==> src/shared/mtseq_defines.vh <==
// constants for the measurement trigger sequencer
`ifndef MTSEQ_DEFINES_VH
`define MTSEQ_DEFINES_VH
// register byte offsets
`define MTSEQ_OFF_CTRL     8'h00
`define MTSEQ_OFF_DELAY    8'h04
`define MTSEQ_OFF_SAMPLES  8'h08
`define MTSEQ_OFF_TRIGCNT  8'h0C
`define MTSEQ_OFF_COMMAND  8'h10
`define MTSEQ_OFF_STATUS   8'h14
`define MTSEQ_OFF_RDCOUNT  8'h18
`define MTSEQ_OFF_AUTODLY  8'h1C
// ctrl fields
`define MTSEQ_CTRL_SRC_LO  0
`define MTSEQ_CTRL_SRC_HI  1
`define MTSEQ_CTRL_POL     2
`define MTSEQ_CTRL_AUTO    3
`define MTSEQ_CTRL_INF     4
`define MTSEQ_CTRL_CONT    5
// trigger sources
`define MTSEQ_SRC_IMM      2'h0
`define MTSEQ_SRC_BUS      2'h1
`define MTSEQ_SRC_EXT      2'h2
// command bits
`define MTSEQ_CMD_ARM      0
`define MTSEQ_CMD_TRG      1
`define MTSEQ_CMD_ABORT    2
`define MTSEQ_CMD_PRESET   3
// status bits
`define MTSEQ_ST_ARMED     0
`define MTSEQ_ST_BUSY      1
`define MTSEQ_ST_PEND      2
`define MTSEQ_ST_OVFL      14
// defaults
`define MTSEQ_DLY_DEFAULT  32'h000F4240
`define MTSEQ_DLY_MAX      32'hD693A400
`define MTSEQ_CNT_DEFAULT  20'h00001
`define MTSEQ_TRIG_MAX     20'hF4240
`define MTSEQ_MEM_DEPTH    10'h3E8
// timing: one delay step is 1 us at 25 MHz
`define MTSEQ_STEP_NS      1000
`define MTSEQ_CLK_NS       40
`define MTSEQ_RESP_OKAY    2'h0
`define MTSEQ_RESP_SLVERR  2'h2
`endif

==> src/hdl/mtseq_tick.v <==
// microsecond tick divider for the delay timer
`default_nettype none
module mtseq_tick #(
  parameter DIV = 25
) (
  // clock and reset
  input  wire aclk,
  input  wire aresetn,
  // one-cycle enable every DIV clocks
  output reg  tick_ff
);
  reg [7:0] cnt_ff;
  wire      last = (cnt_ff == DIV[7:0] - 8'h01);

  always @(posedge aclk)
  begin
    if (!aresetn)
    begin
      cnt_ff  <= 8'h00;
      tick_ff <= 1'b0;
    end
    else
    begin
      cnt_ff  <= last ? 8'h00 : cnt_ff + 8'h01;
      tick_ff <= last;
    end
  end
endmodule // mtseq_tick
`default_nettype wire

==> src/hdl/mtseq_top.v <==
// trigger sequencer with axi4-lite registers
//
// Local design decisions: the register offsets and the AXI4-Lite slave port.
`include "mtseq_defines.vh"
`default_nettype none
module mtseq_top #(
  parameter CLK_DIV = `MTSEQ_STEP_NS / `MTSEQ_CLK_NS
) (
  // clock and reset
  input  wire        aclk,
  input  wire        aresetn,
  // axi4-lite write address
  input  wire [7:0]  s_axi_awaddr,
  input  wire        s_axi_awvalid,
  output reg         s_axi_awready,
  // axi4-lite write data
  input  wire [31:0] s_axi_wdata,
  input  wire [3:0]  s_axi_wstrb,
  input  wire        s_axi_wvalid,
  output reg         s_axi_wready,
  // axi4-lite write response
  output reg  [1:0]  s_axi_bresp,
  output reg         s_axi_bvalid,
  input  wire        s_axi_bready,
  // axi4-lite read address
  input  wire [7:0]  s_axi_araddr,
  input  wire        s_axi_arvalid,
  output reg         s_axi_arready,
  // axi4-lite read data
  output reg  [31:0] s_axi_rdata,
  output reg  [1:0]  s_axi_rresp,
  output reg         s_axi_rvalid,
  input  wire        s_axi_rready,
  // external trigger pin
  input  wire        ext_trig_in,
  // converter handshake
  output reg         meas_start_ff,
  input  wire        meas_done,
  // measurement mode from the function logic
  input  wire        func_cont_diode,
  input  wire [31:0] auto_delay_us,
  // state outputs
  output reg         armed_ff,
  output reg         busy_ff
);
  localparam ST_IDLE  = 5'b00001;
  localparam ST_WAIT  = 5'b00010;
  localparam ST_DELAY = 5'b00100;
  localparam ST_MEAS  = 5'b01000;
  localparam ST_NEXT  = 5'b10000;

  // configuration
  reg [1:0]  src_ff;
  reg        pol_rise_ff;
  reg        auto_ff;
  reg        inf_ff;
  reg [31:0] delay_ff;
  reg [19:0] samples_ff;
  reg [19:0] trigcnt_ff;
  // sequencer
  reg [4:0]  state_ff;
  reg [31:0] dly_cnt_ff;
  reg [19:0] samp_left_ff;
  reg [19:0] trig_done_ff;
  reg        pend_ff;
  reg        bus_trg_ff;
  reg [9:0]  rd_cnt_ff;
  reg        ovfl_ff;
  // axi
  reg        aw_held_ff;
  reg        w_held_ff;
  reg [7:0]  awaddr_ff;
  reg [31:0] wdata_ff;
  reg [3:0]  wstrb_ff;
  // pin sync
  reg        ext_s1_ff;
  reg        ext_s2_ff;
  reg        ext_s3_ff;

  wire tick;
  mtseq_tick #(
    .DIV     (CLK_DIV)
  ) u_tick (
    .aclk    (aclk),
    .aresetn (aresetn),
    .tick_ff (tick)
  );

  // two-stage sync, third stage only for edge compare
  always @(posedge aclk)
  begin
    if (!aresetn)
    begin
      ext_s1_ff <= 1'b1;
      ext_s2_ff <= 1'b1;
      ext_s3_ff <= 1'b1;
    end
    else
    begin
      ext_s1_ff <= ext_trig_in;
      ext_s2_ff <= ext_s1_ff;
      ext_s3_ff <= ext_s2_ff;
    end
  end

  wire ext_edge = pol_rise_ff ? (ext_s2_ff & ~ext_s3_ff)
                              : (~ext_s2_ff & ext_s3_ff);

  // write channel
  wire wr_go = aw_held_ff & w_held_ff & ~s_axi_bvalid;
  wire [31:0] wmask = {{8{wstrb_ff[3]}}, {8{wstrb_ff[2]}},
                       {8{wstrb_ff[1]}}, {8{wstrb_ff[0]}}};
  wire [31:0] wval = wdata_ff & wmask;
  wire wr_ctrl  = wr_go && awaddr_ff == `MTSEQ_OFF_CTRL;
  wire wr_dly   = wr_go && awaddr_ff == `MTSEQ_OFF_DELAY;
  wire wr_samp  = wr_go && awaddr_ff == `MTSEQ_OFF_SAMPLES;
  wire wr_trig  = wr_go && awaddr_ff == `MTSEQ_OFF_TRIGCNT;
  wire wr_cmd   = wr_go && awaddr_ff == `MTSEQ_OFF_COMMAND;
  wire wr_known = wr_ctrl | wr_dly | wr_samp | wr_trig | wr_cmd;
  wire cmd_arm    = wr_cmd & wval[`MTSEQ_CMD_ARM];
  wire cmd_trg    = wr_cmd & wval[`MTSEQ_CMD_TRG];
  wire cmd_abort  = wr_cmd & wval[`MTSEQ_CMD_ABORT];
  wire cmd_preset = wr_cmd & wval[`MTSEQ_CMD_PRESET];

  always @(posedge aclk)
  begin
    if (!aresetn)
    begin
      s_axi_awready <= 1'b0;
      s_axi_wready  <= 1'b0;
      s_axi_bvalid  <= 1'b0;
      s_axi_bresp   <= `MTSEQ_RESP_OKAY;
      aw_held_ff    <= 1'b0;
      w_held_ff     <= 1'b0;
      awaddr_ff     <= 8'h00;
      wdata_ff      <= 32'h00000000;
      wstrb_ff      <= 4'h0;
    end
    else
    begin
      s_axi_awready <= ~aw_held_ff & ~s_axi_awready & s_axi_awvalid;
      s_axi_wready  <= ~w_held_ff & ~s_axi_wready & s_axi_wvalid;
      if (s_axi_awvalid & s_axi_awready)
      begin
        aw_held_ff <= 1'b1;
        awaddr_ff  <= {s_axi_awaddr[7:2], 2'b00};
      end
      if (s_axi_wvalid & s_axi_wready)
      begin
        w_held_ff <= 1'b1;
        wdata_ff  <= s_axi_wdata;
        wstrb_ff  <= s_axi_wstrb;
      end
      if (wr_go)
      begin
        aw_held_ff   <= 1'b0;
        w_held_ff    <= 1'b0;
        s_axi_bvalid <= 1'b1;
        s_axi_bresp  <= wr_known ? `MTSEQ_RESP_OKAY : `MTSEQ_RESP_SLVERR;
      end
      else if (s_axi_bvalid & s_axi_bready)
        s_axi_bvalid <= 1'b0;
    end
  end

  // configuration registers
  wire [31:0] dly_clip = (wval > `MTSEQ_DLY_MAX) ? `MTSEQ_DLY_MAX : wval;
  always @(posedge aclk)
  begin
    if (!aresetn || cmd_preset)
    begin
      src_ff      <= `MTSEQ_SRC_IMM;
      pol_rise_ff <= 1'b0;
      auto_ff     <= 1'b1;
      inf_ff      <= 1'b0;
      delay_ff    <= `MTSEQ_DLY_DEFAULT;
      samples_ff  <= `MTSEQ_CNT_DEFAULT;
      trigcnt_ff  <= `MTSEQ_CNT_DEFAULT;
    end
    else
    begin
      if (wr_ctrl)
      begin
        src_ff      <= wval[`MTSEQ_CTRL_SRC_HI:`MTSEQ_CTRL_SRC_LO];
        pol_rise_ff <= wval[`MTSEQ_CTRL_POL];
        auto_ff     <= wval[`MTSEQ_CTRL_AUTO];
        inf_ff      <= wval[`MTSEQ_CTRL_INF];
      end
      if (wr_dly)
      begin
        delay_ff <= dly_clip;
        auto_ff  <= 1'b0;
      end
      if (wr_samp)
        samples_ff <= (wval[19:0] == 20'h00000) ? `MTSEQ_CNT_DEFAULT
                                                : wval[19:0];
      if (wr_trig)
        trigcnt_ff <= (wval[19:0] == 20'h00000) ? `MTSEQ_CNT_DEFAULT :
                      (wval[19:0] > `MTSEQ_TRIG_MAX) ? `MTSEQ_TRIG_MAX :
                      wval[19:0];
    end
  end

  // effective delay in microseconds
  wire [31:0] eff_delay = func_cont_diode ? 32'h00000000 :
                          auto_ff ? auto_delay_us : delay_ff;

  // trigger qualification, only once armed
  wire in_wait  = (state_ff == ST_WAIT);
  wire trig_now = in_wait & (
    (src_ff == `MTSEQ_SRC_IMM) |
    ((src_ff == `MTSEQ_SRC_BUS) & bus_trg_ff) |
    ((src_ff == `MTSEQ_SRC_EXT) & (pend_ff | ext_edge)));
  wire last_trig = ~inf_ff & (trig_done_ff + 20'h00001 >= trigcnt_ff);

  // sequencer
  always @(posedge aclk)
  begin
    if (!aresetn || cmd_abort || cmd_preset)
    begin
      state_ff      <= ST_IDLE;
      dly_cnt_ff    <= 32'h00000000;
      samp_left_ff  <= 20'h00000;
      trig_done_ff  <= 20'h00000;
      pend_ff       <= 1'b0;
      bus_trg_ff    <= 1'b0;
      meas_start_ff <= 1'b0;
      armed_ff      <= 1'b0;
      busy_ff       <= 1'b0;
    end
    else
    begin
      meas_start_ff <= 1'b0;
      // bus trigger ignored unless armed and waiting
      bus_trg_ff <= cmd_trg & in_wait & ~trig_now;
      // one held external edge while busy
      if (trig_now)
        pend_ff <= 1'b0;
      else if (ext_edge & (src_ff == `MTSEQ_SRC_EXT) & armed_ff & ~in_wait)
        pend_ff <= 1'b1;
      case (state_ff)
        ST_IDLE:
        begin
          busy_ff <= 1'b0;
          if (cmd_arm)
          begin
            state_ff     <= ST_WAIT;
            armed_ff     <= 1'b1;
            trig_done_ff <= 20'h00000;
          end
        end
        ST_WAIT:
        begin
          if (trig_now)
          begin
            state_ff     <= ST_DELAY;
            busy_ff      <= 1'b1;
            samp_left_ff <= samples_ff;
            dly_cnt_ff   <= eff_delay;
          end
        end
        ST_DELAY:
        begin
          if (dly_cnt_ff == 32'h00000000)
          begin
            meas_start_ff <= 1'b1;
            state_ff      <= ST_MEAS;
          end
          else if (tick)
            dly_cnt_ff <= dly_cnt_ff - 32'h00000001;
        end
        ST_MEAS:
        begin
          if (meas_done)
          begin
            samp_left_ff <= samp_left_ff - 20'h00001;
            state_ff     <= ST_NEXT;
          end
        end
        ST_NEXT:
        begin
          if (samp_left_ff != 20'h00000)
          begin
            dly_cnt_ff <= eff_delay;
            state_ff   <= ST_DELAY;
          end
          else
          begin
            busy_ff      <= 1'b0;
            trig_done_ff <= trig_done_ff + 20'h00001;
            if (last_trig)
            begin
              state_ff <= ST_IDLE;
              armed_ff <= 1'b0;
            end
            else
              state_ff <= ST_WAIT;
          end
        end
        default:
          state_ff <= ST_IDLE;
      endcase
    end
  end

  // reading-count tracker; memory itself lives beside the converter
  always @(posedge aclk)
  begin
    if (!aresetn || cmd_preset)
    begin
      rd_cnt_ff <= 10'h000;
      ovfl_ff   <= 1'b0;
    end
    else if (cmd_arm & (state_ff == ST_IDLE))
    begin
      rd_cnt_ff <= 10'h000;
      ovfl_ff   <= 1'b0;
    end
    else if ((state_ff == ST_MEAS) & meas_done)
    begin
      if (rd_cnt_ff == `MTSEQ_MEM_DEPTH)
        ovfl_ff <= 1'b1;
      else
        rd_cnt_ff <= rd_cnt_ff + 10'h001;
    end
  end

  // read channel
  reg [31:0] rd_mux;
  reg        rd_hit;
  always @*
  begin
    rd_hit = 1'b1;
    case ({s_axi_araddr[7:2], 2'b00})
      `MTSEQ_OFF_CTRL:
        rd_mux = {26'h0000000, 1'b0, inf_ff, auto_ff, pol_rise_ff, src_ff};
      `MTSEQ_OFF_DELAY:   rd_mux = delay_ff;
      `MTSEQ_OFF_SAMPLES: rd_mux = {12'h000, samples_ff};
      `MTSEQ_OFF_TRIGCNT: rd_mux = {12'h000, trigcnt_ff};
      `MTSEQ_OFF_COMMAND: rd_mux = 32'h00000000;
      `MTSEQ_OFF_STATUS:
        rd_mux = {17'h00000, ovfl_ff, 11'h000, pend_ff, busy_ff,
                  armed_ff};
      `MTSEQ_OFF_RDCOUNT: rd_mux = {22'h000000, rd_cnt_ff};
      `MTSEQ_OFF_AUTODLY: rd_mux = eff_delay;
      default:
      begin
        rd_mux = 32'h00000000;
        rd_hit = 1'b0;
      end
    endcase
  end

  always @(posedge aclk)
  begin
    if (!aresetn)
    begin
      s_axi_arready <= 1'b0;
      s_axi_rvalid  <= 1'b0;
      s_axi_rdata   <= 32'h00000000;
      s_axi_rresp   <= `MTSEQ_RESP_OKAY;
    end
    else
    begin
      s_axi_arready <= s_axi_arvalid & ~s_axi_arready & ~s_axi_rvalid;
      if (s_axi_arvalid & s_axi_arready)
      begin
        s_axi_rvalid <= 1'b1;
        s_axi_rdata  <= rd_mux;
        s_axi_rresp  <= rd_hit ? `MTSEQ_RESP_OKAY : `MTSEQ_RESP_SLVERR;
      end
      else if (s_axi_rvalid & s_axi_rready)
        s_axi_rvalid <= 1'b0;
    end
  end
endmodule // mtseq_top
`default_nettype wire

==> config.mk <==
export PLATFORM = sky130hd
export DESIGN_NAME = mtseq_top
export DESIGN_NICKNAME = d
export VERILOG_FILES = /design/src/hdl/mtseq_tick.v /design/src/hdl/mtseq_top.v
export VERILOG_INCLUDE_DIRS = /design/src /design/src/shared
export SDC_FILE = /design/constraint.sdc
export NUM_CORES = 1
export LEC_CHECK = 0
export BUFFER_PORTS_ARGS = -buffer_cell sky130_fd_sc_hd__buf_2
export CAP_MARGIN = 20
export CORE_ASPECT_RATIO = 1.25
export CORE_MARGIN = 4
export CORE_UTILIZATION = 45
export CTS_CLUSTER_SIZE = 8
export DETAILED_ROUTE_END_ITERATION = 10
export SYNTH_ARGS = -nofsm -noshare
export SYNTH_HDL_FRONTEND = slang
export SYNTH_HIERARCHICAL = 1
export SYNTH_SLANG_ARGS = --single-unit
==> constraint.sdc <==
create_clock -name aclk -period 3.7 [get_ports aclk]
set_input_delay 0.555 -clock aclk [delete_from_list [all_inputs] [get_ports aclk]]
set_output_delay 0.555 -clock aclk [all_outputs]
set_load 0.005 [all_outputs]
==> impl_metrics.toml, run 1 <==
[timing]
timing.slew.headroom = 0.298
fmax_mhz = 308
setup_violations = 0
setup_total_negative_slack_ps = 0
layout_worst_path_cycle_share = 0.879
rsz0062_at_grt = "no"
fin_hold_ws_ps = 210
slew_viol_final = 0
final_period_minus_worst_setup_slack_ps = 3250
worstMarginPinSlew_ps = 1050
report.final.hold_viol_count = 0
worst_clk_skew_ps = 18.0

[yosys]
syn_avg_cell_area_um2 = 7.95
ys.warnings.count = 6
synth_area_leader_cell = "dfxtp_1"
ys_types = 81
synth-async-reset-ratio = 0
syn_inst = 1709
synth.cell_area_mm2 = 0.0136
synth_sequential_area_ratio = 0.391
synth-edff-count = 0
synth_seq_cells = 265
yosysTopAreaCellShare = 0.391
synthFlopType = "dfxtp_1"
ys_top_cells_by_area = "dfxtp_1 (39%), nand2_1 (6.5%), a21oi_1 (5.6%)"

[floorplan]
area_of_the_die_mm2 = 0.0330
dieHeight_um = 202
die_w_um = 163
row_count = 70
design.core.area_mm2 = 0.0295
floorplan.initialDensity = 0.460
io_pins = 138

[cts]
h_tree_lvl_count = 2
worst_setup_hold_path_clk_slew_ps = 50
cts_hold_buffers = 0
tritoncts = "done"
cts_setup_buffers = 0
cts_buffers = 39
ctsRootBufferMaster = "clkbuf_16"
cts_resized = 0
clkLatencyLatePin_ps = 540
cts-root-to-sink-buffers = 3
clock_sinks = 265

[place]
dpl.hpwl_um = 32000
placed_cells_incl_taps = 2151
port-buffer-count = 131
gpl.final_weighted_congestion = 0.925

[critical_path]
critPathLaunchType = "flop"
worstPathRequired_ps = 4120
cpMaxStageDelayCell = "or4_1"
worstPathCellList = "nand3_1 -> or4_1 -> nor2_1 -> nand3_1 -> xnor2_1 -> ha_1 -> nand4_1 -> nor3_1 -> a41o_1 -> o21ai_0 -> o221a_2"
worstSetupEndpointType = "flop"
path_max_fanout = 6
slowest_delay_ps = 600
path_buf_inv = 0
path_class = "flop to flop"
critical-path-top-delay-family = "simple AND/OR/NAND/NOR gates"
critPathMostFrequentCell = "nand3_1"
worst_ep_arrival_time_ps = 3670

[power]
leakage_nw = 5.89
power_frac_clock = 0.448
switching_share = 0.276
combinationalPowerShare = 0.129
netSwitchingPower_w = 0.00195
power.internal_w = 0.00512
cellPowerDensity_mw_per_mm2 = 452
vdd_drop_max_uv = 279
seqPwrFrac = 0.423

[hold_path]
min-delay-path-class = "input port to flop"

[routing]
vias_per_cell = 6.02
detailed_route_drc_error_count = 0
routedWlPerCell_um = 20.1
detailedRoute.firstIterationViolations = 1269
final_antenna_net_count = 0
routed_wire_length_um = 44200
firstDrtPassIters = 7
num_vias = 13200

[layout]
drive_above_1_share = 0.134
layout.cells.non_filler = 2199
layout-area-overhead-vs-synth_pct = 15.3
finalNetCount = 1918

[global_route]
grt_start_max_net_pins = 61
antenna_found_initial = 3
globalRoute.totalOverflow = 0
globalRouteTotalUtil = 0.264
grt_first_pass_wirelength_um = 69800
first_global_vias = 12500

[job]
count_of_maximum_capacitance_violations = 0

[status]
run_status = "finished clean"
-- power groups by stage --
stage | Combinational (W) | Sequential [W] | Clock (W)
CTS | 0.000906 | 0.00299 | 0.00324
finish | 0.000915 | 0.00299 | 0.00317
floorplan | 0.000647 | 0.00300 | 0
detailed placement | 0.000902 | 0.00304 | 0
global route | 0.00102 | 0.00300 | 0.00335
global placement | 0.000890 | 0.00304 | 0
-- synthesized netlist by cell type, types with 15 or more instances --
master    instances
a21boi_0         44
a21oi_1         152
a22oi_1          67
a31oi_1          19
and2_1           19
clkbuf_1         98
dfxtp_1         265
ha_1             27
inv_1            44
mux2i_1          38
nand2_1         236
nand2b_1         15
nand3_1          56
nand4_1          17
nor2_1          145
nor2b_1          23
nor3_1           51
nor4_1           19
o21ai_0          98
o32ai_1          19
or3_1            24
xnor2_1          18
-- flip-flops by register name (all words and copies together), names as in the netlist, 2 cells and up --
register and cells:
delay_ff 32, dly_cnt_ff 32, s_axi_rdata 32, wdata_ff 32, samp_left_ff 20, samples_ff 20
trig_done_ff 20, trigcnt_ff 20, rd_cnt_ff 10, u_tick/cnt_ff 8, awaddr_ff 6, state_ff 5
wstrb_ff 4, src_ff 2
-- layer usage --
metal	track usage	part of all wire
met2	0.419	0.46
met3	0.0361	0.062
met5	0	0
met4	0.113	0.043
met1	0.358	0.44
-- metrics by stage --
step	setup WS [ps]	power, W	utilization	cell area (um^2)
finish	449	0.00707	0.531	15700
global route	202	0.00736	0.531	15700
CTS	473	0.00713	0.529	15600
detailed placement	489	0.00395	0.494	14600
global placement	508	0.00393	0.494	14600
floorplan	850	0.00365	-	13600
-- final timing paths --
path / startpoint / end / slack, ps / depth (start not counted)
setup / recovery: trig_done_ff[0] / armed_ff / 450 / 11
hold / removal: ext_trig_in / ext_s1_ff / 210 / 2
setup reg to reg: trig_done_ff[0] / armed_ff / 450 / 11
hold reg to reg: ext_s1_ff / ext_s2_ff / 400 / 1
-- kinds of logic (layout without fill, tap and decap cells) --
family                     count (synthesis)  count (layout)  share of synthesized area
AOI/OAI and AO/OA                        516             516                      0.250
xor gates and xnor gates                  27              27                     0.0174
adders and majority gates                 27              27                     0.0249
buffers and inverters                    164             254                     0.0475
DFF                                      265             265                      0.391
muxes                                     38              38                     0.0280
other                                      1               5                   0.000276
and+or+nand+nor                          671             671                      0.242
-- final cells by class --
| cell class | count | area, um^2 |
|---|---|---|
| Fill cell | 2930 | 13900 |
| Multi-Input combinational cell | 1281 | 7670 |
| Sequential cell | 265 | 5310 |
| Clock buffer | 40 | 980 |
| Timing Repair Buffer | 166 | 976 |
| Tap cell | 396 | 495 |
| Inverter | 44 | 165 |
| Clock inverter | 4 | 61.3 |
| Antenna cell | 3 | 7.51 |
-- cell usage in the layout (no fill, tap or decap), types with 7 or more instances in the layout --
master     count
nand2_1      236
o31ai_1       12
nor3_1        51
mux2i_1       38
and2_1        19
o21a_1         7
a22oi_1       67
a222oi_1       9
a32oi_1       11
a21boi_0      44
nor2_1       145
xnor2_1       18
a31oi_1       19
buf_2        131
inv_1         44
nand2b_1      15
o32ai_1       19
nor4_1        18
a32o_1        13
nor2b_1       23
clkbuf_16     39
nand3_1       56
a21oi_1      152
dfxtp_1      264
or2_2          8
or4_1         12
o21ai_0       98
or3_1         24
xor2_1         9
nand4_1       17
buf_4         31
ha_1          27
o211ai_1      11
Power figures use the tool's default switching activity.
==> run 2: changes to the inputs <==
--- a/config.mk
+++ b/config.mk
@@ -6,6 +6,7 @@
 export SDC_FILE = /design/constraint.sdc
 export NUM_CORES = 1
 export LEC_CHECK = 0
+export ABC_AREA = 1
 export BUFFER_PORTS_ARGS = -buffer_cell sky130_fd_sc_hd__buf_2
 export CAP_MARGIN = 20
 export CORE_ASPECT_RATIO = 1.25
@@ -13,6 +14,7 @@
 export CORE_UTILIZATION = 45
 export CTS_CLUSTER_SIZE = 8
 export DETAILED_ROUTE_END_ITERATION = 10
+export SLEW_MARGIN = 10
 export SYNTH_ARGS = -nofsm -noshare
 export SYNTH_HDL_FRONTEND = slang
 export SYNTH_HIERARCHICAL = 1
==> run 2 against run 1 <==
Against the previous run:
- global-route usage shrank 0.93 points
- register-to-register slack gained 420 ps
- critical path depth grew 5
- combinational power shrank 67%
- synthesized area grew 7.9%
- non-clock buffer count shrank 15
- routed wire length grew 5.5%
- first-iteration DRC count shrank 11%
- critical path type unchanged
- critical endpoint unchanged
==> impl_metrics.toml, run 2 <==
[critical_path]
worstSetupEndpointType = "flop"
path_max_fanout = 6
slowest_delay_ps = 420
critPathLaunchType = "flop"
worst_ep_arrival_time_ps = 3200
cpMaxStageDelayCell = "dfxtp_1"
critPathMostFrequentCell = "nand2_1"
worstPathRequired_ps = 4070
worstPathCellList = "nand2_1 -> nor2_1 -> nand2_1 -> nor2_1 -> nand4_1 -> xor2_1 -> ha_1 -> nand2_1 -> nor2_1 -> nand2_1 -> nor2_1 -> nand2_1 -> nand4_1 -> nand3_1 -> nand2_1 -> a21oi_1"
path_class = "flop to flop"

[yosys]
syn_inst = 2245
synth.cell_area_mm2 = 0.0147
syn_avg_cell_area_um2 = 6.53
yosys.cell_count.top_type = "nand2_1"
ys_types = 53
synth_sequential_area_ratio = 0.362
cell_types_with_the_highest_counts_after_synthesis = "nand2_1 (519), nor2_1 (297), dfxtp_1 (265)"
synthFlopType = "dfxtp_1"
synth_area_leader_cell = "dfxtp_1"
synth_seq_cells = 265
ys_top_cells_by_area = "dfxtp_1 (36%), nand2_1 (13%), a21oi_1 (8.0%)"
ys.warnings.count = 6
synth-async-reset-ratio = 0
synth-edff-count = 0
yosysTopAreaCellShare = 0.362

[timing]
rsz0062_at_grt = "no"
setup_total_negative_slack_ps = 0
worstMarginPinSlew_ps = 925
slew_viol_final = 0
final_period_minus_worst_setup_slack_ps = 2830
report.final.hold_viol_count = 0
layout_worst_path_cycle_share = 0.764
fmax_mhz = 354
worst_clk_skew_ps = 15.3
setup_violations = 0
timing.slew.headroom = 0.382

[floorplan]
io_pins = 138
die_w_um = 169
design.core.area_mm2 = 0.0320
row_count = 73
dieHeight_um = 210
floorplan.initialDensity = 0.459
area_of_the_die_mm2 = 0.0355

[cts]
cts_resized = 0
cts_setup_buffers = 0
worst_setup_hold_path_clk_slew_ps = 50
tritoncts = "done"
clkLatencyLatePin_ps = 530
h_tree_lvl_count = 2
cts-root-to-sink-buffers = 3
cts_hold_buffers = 0
cts_buffers = 39
clock_sinks = 265
ctsRootBufferMaster = "clkbuf_16"

[hold_path]
min-delay-path-class = "input port to flop"

[power]
vdd_drop_max_uv = 362
cellPowerDensity_mw_per_mm2 = 387
leakage_nw = 7.29
finalPower_w = 0.00637

[place]
placed_cells_incl_taps = 2706
gpl.final_weighted_congestion = 0.950
port-buffer-count = 131
dpl.hpwl_um = 34600

[routing]
vias_per_cell = 5.36
routed_wire_length_um = 46600
detailed_route_wire_length_on_metal_1_um = 20800
routedWlPerCell_um = 17.0
detailed_route_drc_error_count = 0
topRoutingLayerUsed = "met4"
route.met2.wl_um = 21200
detailedRoute.firstIterationViolations = 1131
met3RoutedLength_um = 3120
firstDrtPassIters = 6
final_antenna_net_count = 0
num_vias = 14700

[layout]
layout.cells.most_common = "nand2_1"
post-route-util = 0.516
layout-area-overhead-vs-synth_pct = 12.5
layout.filler_cells = 3310
finalNetCount = 2456
drive_above_1_share = 0.115
layout.cells.non_filler = 2751
most-common-layout-cells = "nand2_1 (519), nor2_1 (296), dfxtp_1 (265), a21oi_1 (233), inv_1 (232)"

[global_route]
grt_first_pass_wirelength_um = 73100
globalRoute.totalOverflow = 0
first_global_vias = 13800
grt_start_max_net_pins = 66
globalRouteTotalUtil = 0.254
antenna_found_initial = 1

[job]
count_of_maximum_capacitance_violations = 0

[status]
run_status = "finished clean"
[run 2: cell types whose count changed in the layout (fill, tap and decap cells not counted), sizes merged, moves of 37 or more]
cell	change
a21oi	+85
nand2	+294
o21ai	+119
nand3	+56
mux2i	-37
a22oi	-62
a21boi	-42
nor2	+174
inv	+202
[run 2: path summary, 6_finish.rpt]
check	cells past startpoint	slack, ps	start	end
max	16	870	trig_done_ff[3]	armed_ff
min	2	220	ext_trig_in	ext_s1_ff
max reg2reg	16	870	trig_done_ff[3]	armed_ff
min reg2reg	1	410	ext_s1_ff	ext_s2_ff
[run 2: kinds of logic after synthesis]
family,share of synthesized area
adder cells (fa/ha/maj),0.0230
AO/OA/AOI/OAI,0.190
buffers and inverters,0.100
XOR/XNOR,0.0167
flip-flops,0.362
multiplexers,0.000683
other,0.000256
AND/OR/NAND/NOR,0.307
[run 2: power breakdown]
part | switching (W) | internal [W]
Sequential | 0.0000252 | 0.00289
Clock | 0.00125 | 0.00190
Combinational | 0.000205 | 0.000100
Total | 0.00148 | 0.00490
[run 2: worst max-delay path: cells and delay by family, from the launching register on]
kind                       cells  cell delay [ps]
xor gates and xnor gates       1              190
adders and majority gates      1              280
DFF                            1              420
and+or+nand+nor               13             1700
AOI/OAI and AO/OA              1               60
[run 2: per-layer routing]
| metal | GRT usage | vias up |
|---|---|---|
| met2 | 0.418 | 474 |
| li1 | - | 7462 |
| met5 | 0 | - |
| met3 | 0.0345 | 85 |
| met4 | 0.0841 | 0 |
| met1 | 0.345 | 6725 |
[run 2: area by class of cell]
| type | instances | area, um^2 | share of cell area |
|---|---|---|---|
| clock inverter | 3 | 33.8 | 0.00205 |
| sequential | 265 | 5310 | 0.322 |
| tap | 412 | 515 | 0.0313 |
| timing repair buffer | 151 | 806 | 0.0489 |
| inverter | 246 | 923 | 0.0560 |
| antenna | 1 | 2.50 | 0.000152 |
| multi-input combinational | 1632 | 7890 | 0.479 |
| clock buffer | 41 | 1000 | 0.0609 |
[run 2: stage by stage]
stage	hold slack (ps)	worst slack, ps	instance area, um^2
detailed placement	403	864	15400
finish	218	873	16500
global placement	397	914	15400
CTS	192	845	16500
floorplan	393	1390	14700
global route	205	577	16500
==> run 3: changes to the inputs <==
--- a/config.mk
+++ b/config.mk
@@ -6,7 +6,7 @@
 export SDC_FILE = /design/constraint.sdc
 export NUM_CORES = 1
 export LEC_CHECK = 0
-export ABC_AREA = 1
+export ABC_AREA = 0
 export BUFFER_PORTS_ARGS = -buffer_cell sky130_fd_sc_hd__buf_2
 export CAP_MARGIN = 20
 export CORE_ASPECT_RATIO = 1.25
==> constraint.sdc (replaced) <==
create_clock -name aclk -period 2.79 [get_ports aclk]
set_input_delay 0.4185 -clock aclk [delete_from_list [all_inputs] [get_ports aclk]]
set_output_delay 0.4185 -clock aclk [all_outputs]
set_load 0.005 [all_outputs]
==> run 3 against run 2 <==
Against the previous run:
- the run now ends with negative setup slack left
- highest routed layer unchanged
- combinational power grew to 4.3 times the previous value
- clock-buffer cell count is 1 lower
- sequential share of layout area is 0.67 points higher
- cell count is 18% lower
- non-clock buffer count is 73 higher
==> impl_metrics.toml, run 3 (synthesis results as in run 1) <==
[timing]
report.final.hold_viol_count = 0
rsz0062_at_grt = "yes"
timing.slew.headroom = 0.317
layout_worst_path_cycle_share = 1.01
worst_clk_skew_ps = 17.3
fin_hold_ws_ps = 77.4
setup_violations = 1
postLayoutSetupSlackWorst_ps = -24.4
final_period_minus_worst_setup_slack_ps = 2810
worstMarginPinSlew_ps = 1020
slew_viol_final = 0
fmax_mhz = 355

[global_route]
globalRouteTotalUtil = 0.267
antenna_found_initial = 3
first_global_vias = 12400
globalRoute.totalOverflow = 0
grt_start_max_net_pins = 58
grt_first_pass_wirelength_um = 70400

[status]
run_status = "complete, but fails checks"
violations = "negative setup slack"

[critical_path]
path_class = "flop to flop"
critPathLaunchType = "flop"
timing.rr.start = "trig_done_ff[1]"
rr_endpoint = "armed_ff"
r2r_cells = 11
setup.worst_path.start = "trig_done_ff[1]"
worstSetupEndpointType = "flop"
worstSetupEndpoint = "armed_ff"
worst-r2r-setup-slack_ps = -20
path_max_fanout = 4
worst_ep_arrival_time_ps = 3230
worstPathRequired_ps = 3210

[floorplan]
design.core.area_mm2 = 0.0295
dieHeight_um = 202
area_of_the_die_mm2 = 0.0330
row_count = 70
die_w_um = 163
floorplan.initialDensity = 0.460
io_pins = 138

[cts]
clock_sinks = 265
cts-root-to-sink-buffers = 3
cts_buffers = 39
worst_setup_hold_path_clk_slew_ps = 50
ctsRootBufferMaster = "clkbuf_16"
h_tree_lvl_count = 2
tritoncts = "done"
clkLatencyLatePin_ps = 530

[hold_path]
min-delay-path-class = "input port to flop"

[layout]
most-common-layout-cells = "dfxtp_1 (259), nand2_1 (235), a21oi_1 (152), nor2_1 (144), buf_2 (131)"
layout.cells.non_filler = 2257
layout.cells.most_common = "dfxtp_1"
drive_above_1_share = 0.172
finalNetCount = 1976
layout-area-overhead-vs-synth_pct = 19.2

[routing]
final_antenna_net_count = 0
detailed_route_drc_error_count = 0
detailedRoute.firstIterationViolations = 1471
routed_wire_length_um = 45600
num_vias = 13500
routedWlPerCell_um = 20.2
firstDrtPassIters = 7
vias_per_cell = 6.00

[power]
seqPwrFrac = 0.420
switching_share = 0.275
leakage_nw = 6.20
power.internal_w = 0.00683
combinationalPowerShare = 0.141
vdd_drop_max_uv = 396
netSwitchingPower_w = 0.00259
finalPower_w = 0.00942
cellPowerDensity_mw_per_mm2 = 582
power_frac_clock = 0.439

[place]
port-buffer-count = 131
placed_cells_incl_taps = 2205
dpl.hpwl_um = 33200
gpl.final_weighted_congestion = 0.932

[job]
count_of_maximum_capacitance_violations = 0
-- run 3: changes by cell type in the layout (fill, tap and decap cells not counted), sizes merged, moves of 25 or more --
cell	delta
a21boi	+42
a21oi	-85
a22oi	+62
buf	+72
inv	-200
mux2i	+37
nand2	-294
nand3	-56
nor2	-174
o21ai	-119
or3	+25
-- run 3: layer usage --
metal  up-vias  GRT usage  wire [um]
li1       6505          -          -
met1      6373      0.364      19300
met2       568      0.424      20900
met3       100     0.0428       3480
met4         0      0.103       1880
met5         -          0          0
-- run 3: repair_timing --
action | in CTS | in global routing
setup buffers | 0 | 4
endpoints found under the setup margin | 3 | 24
gates cloned | 0 | 1
pin swaps | 1 | 11
resized for setup | 4 | 19
hold endpoints to repair | 0 | 0
hold buffers | 0 | 0
-- run 3: worst min-delay path by stage --
stage | from | end | slack [ps] | cells past startpoint
final | ext_trig_in | ext_s1_ff | 80 | 2
after detailed placement | ext_s1_ff | ext_s2_ff | 410 | 1
after global placement | ext_s1_ff | ext_s2_ff | 400 | 1
after global routing | ext_trig_in | ext_s1_ff | 70 | 2
after CTS | ext_trig_in | ext_s1_ff | 60 | 2
after floorplan | ext_s1_ff | ext_s2_ff | 390 | 1
-- run 3: critical path, cell delays in order, from the launching register on --
cell	delay [ps]
dfxtp_4	360
nand3_2	80
or4_4	510
nor2_4	180
nand3_2	110
xnor2_2	160
ha_1	300
nand4_1	150
nor3_2	260
a41o_1	250
o21ai_2	70
o221a_2	260
-- run 3: cell type report --
class	instances	area, um^2
inverters	44	165
clock inverters	4	35.0
clock buffers	40	980
well taps	396	495
multi-input cells	1281	7750
flip-flops and latches	265	5320
fillers	2880	13300
repair buffers	224	1430
diodes	3	7.51
-- run 3: stage by stage --
| stage | setup slack [ps] | util | cell area (um^2) | TNS (ps) |
|---|---|---|---|---|
| global placement | -134 | 0.509 | 15000 | -224 |
| floorplan | 43.1 | - | 13600 | 0 |
| CTS | 1.80 | 0.544 | 16000 | 0 |
| global route | -179 | 0.548 | 16200 | -372 |
| finish | -24.4 | 0.548 | 16200 | -24.4 |
| detailed placement | -178 | 0.509 | 15000 | -345 |
-- run 3: power by group through the flow --
stage / Clock (W) / Combinational, W / Sequential [W]
final: 0.00413 / 0.00133 / 0.00396
after global routing: 0.00435 / 0.00145 / 0.00397
after CTS: 0.00422 / 0.00129 / 0.00396
after detailed placement: 0 / 0.00129 / 0.00403
after global placement: 0 / 0.00127 / 0.00403
after floorplan: 0 / 0.000858 / 0.00398
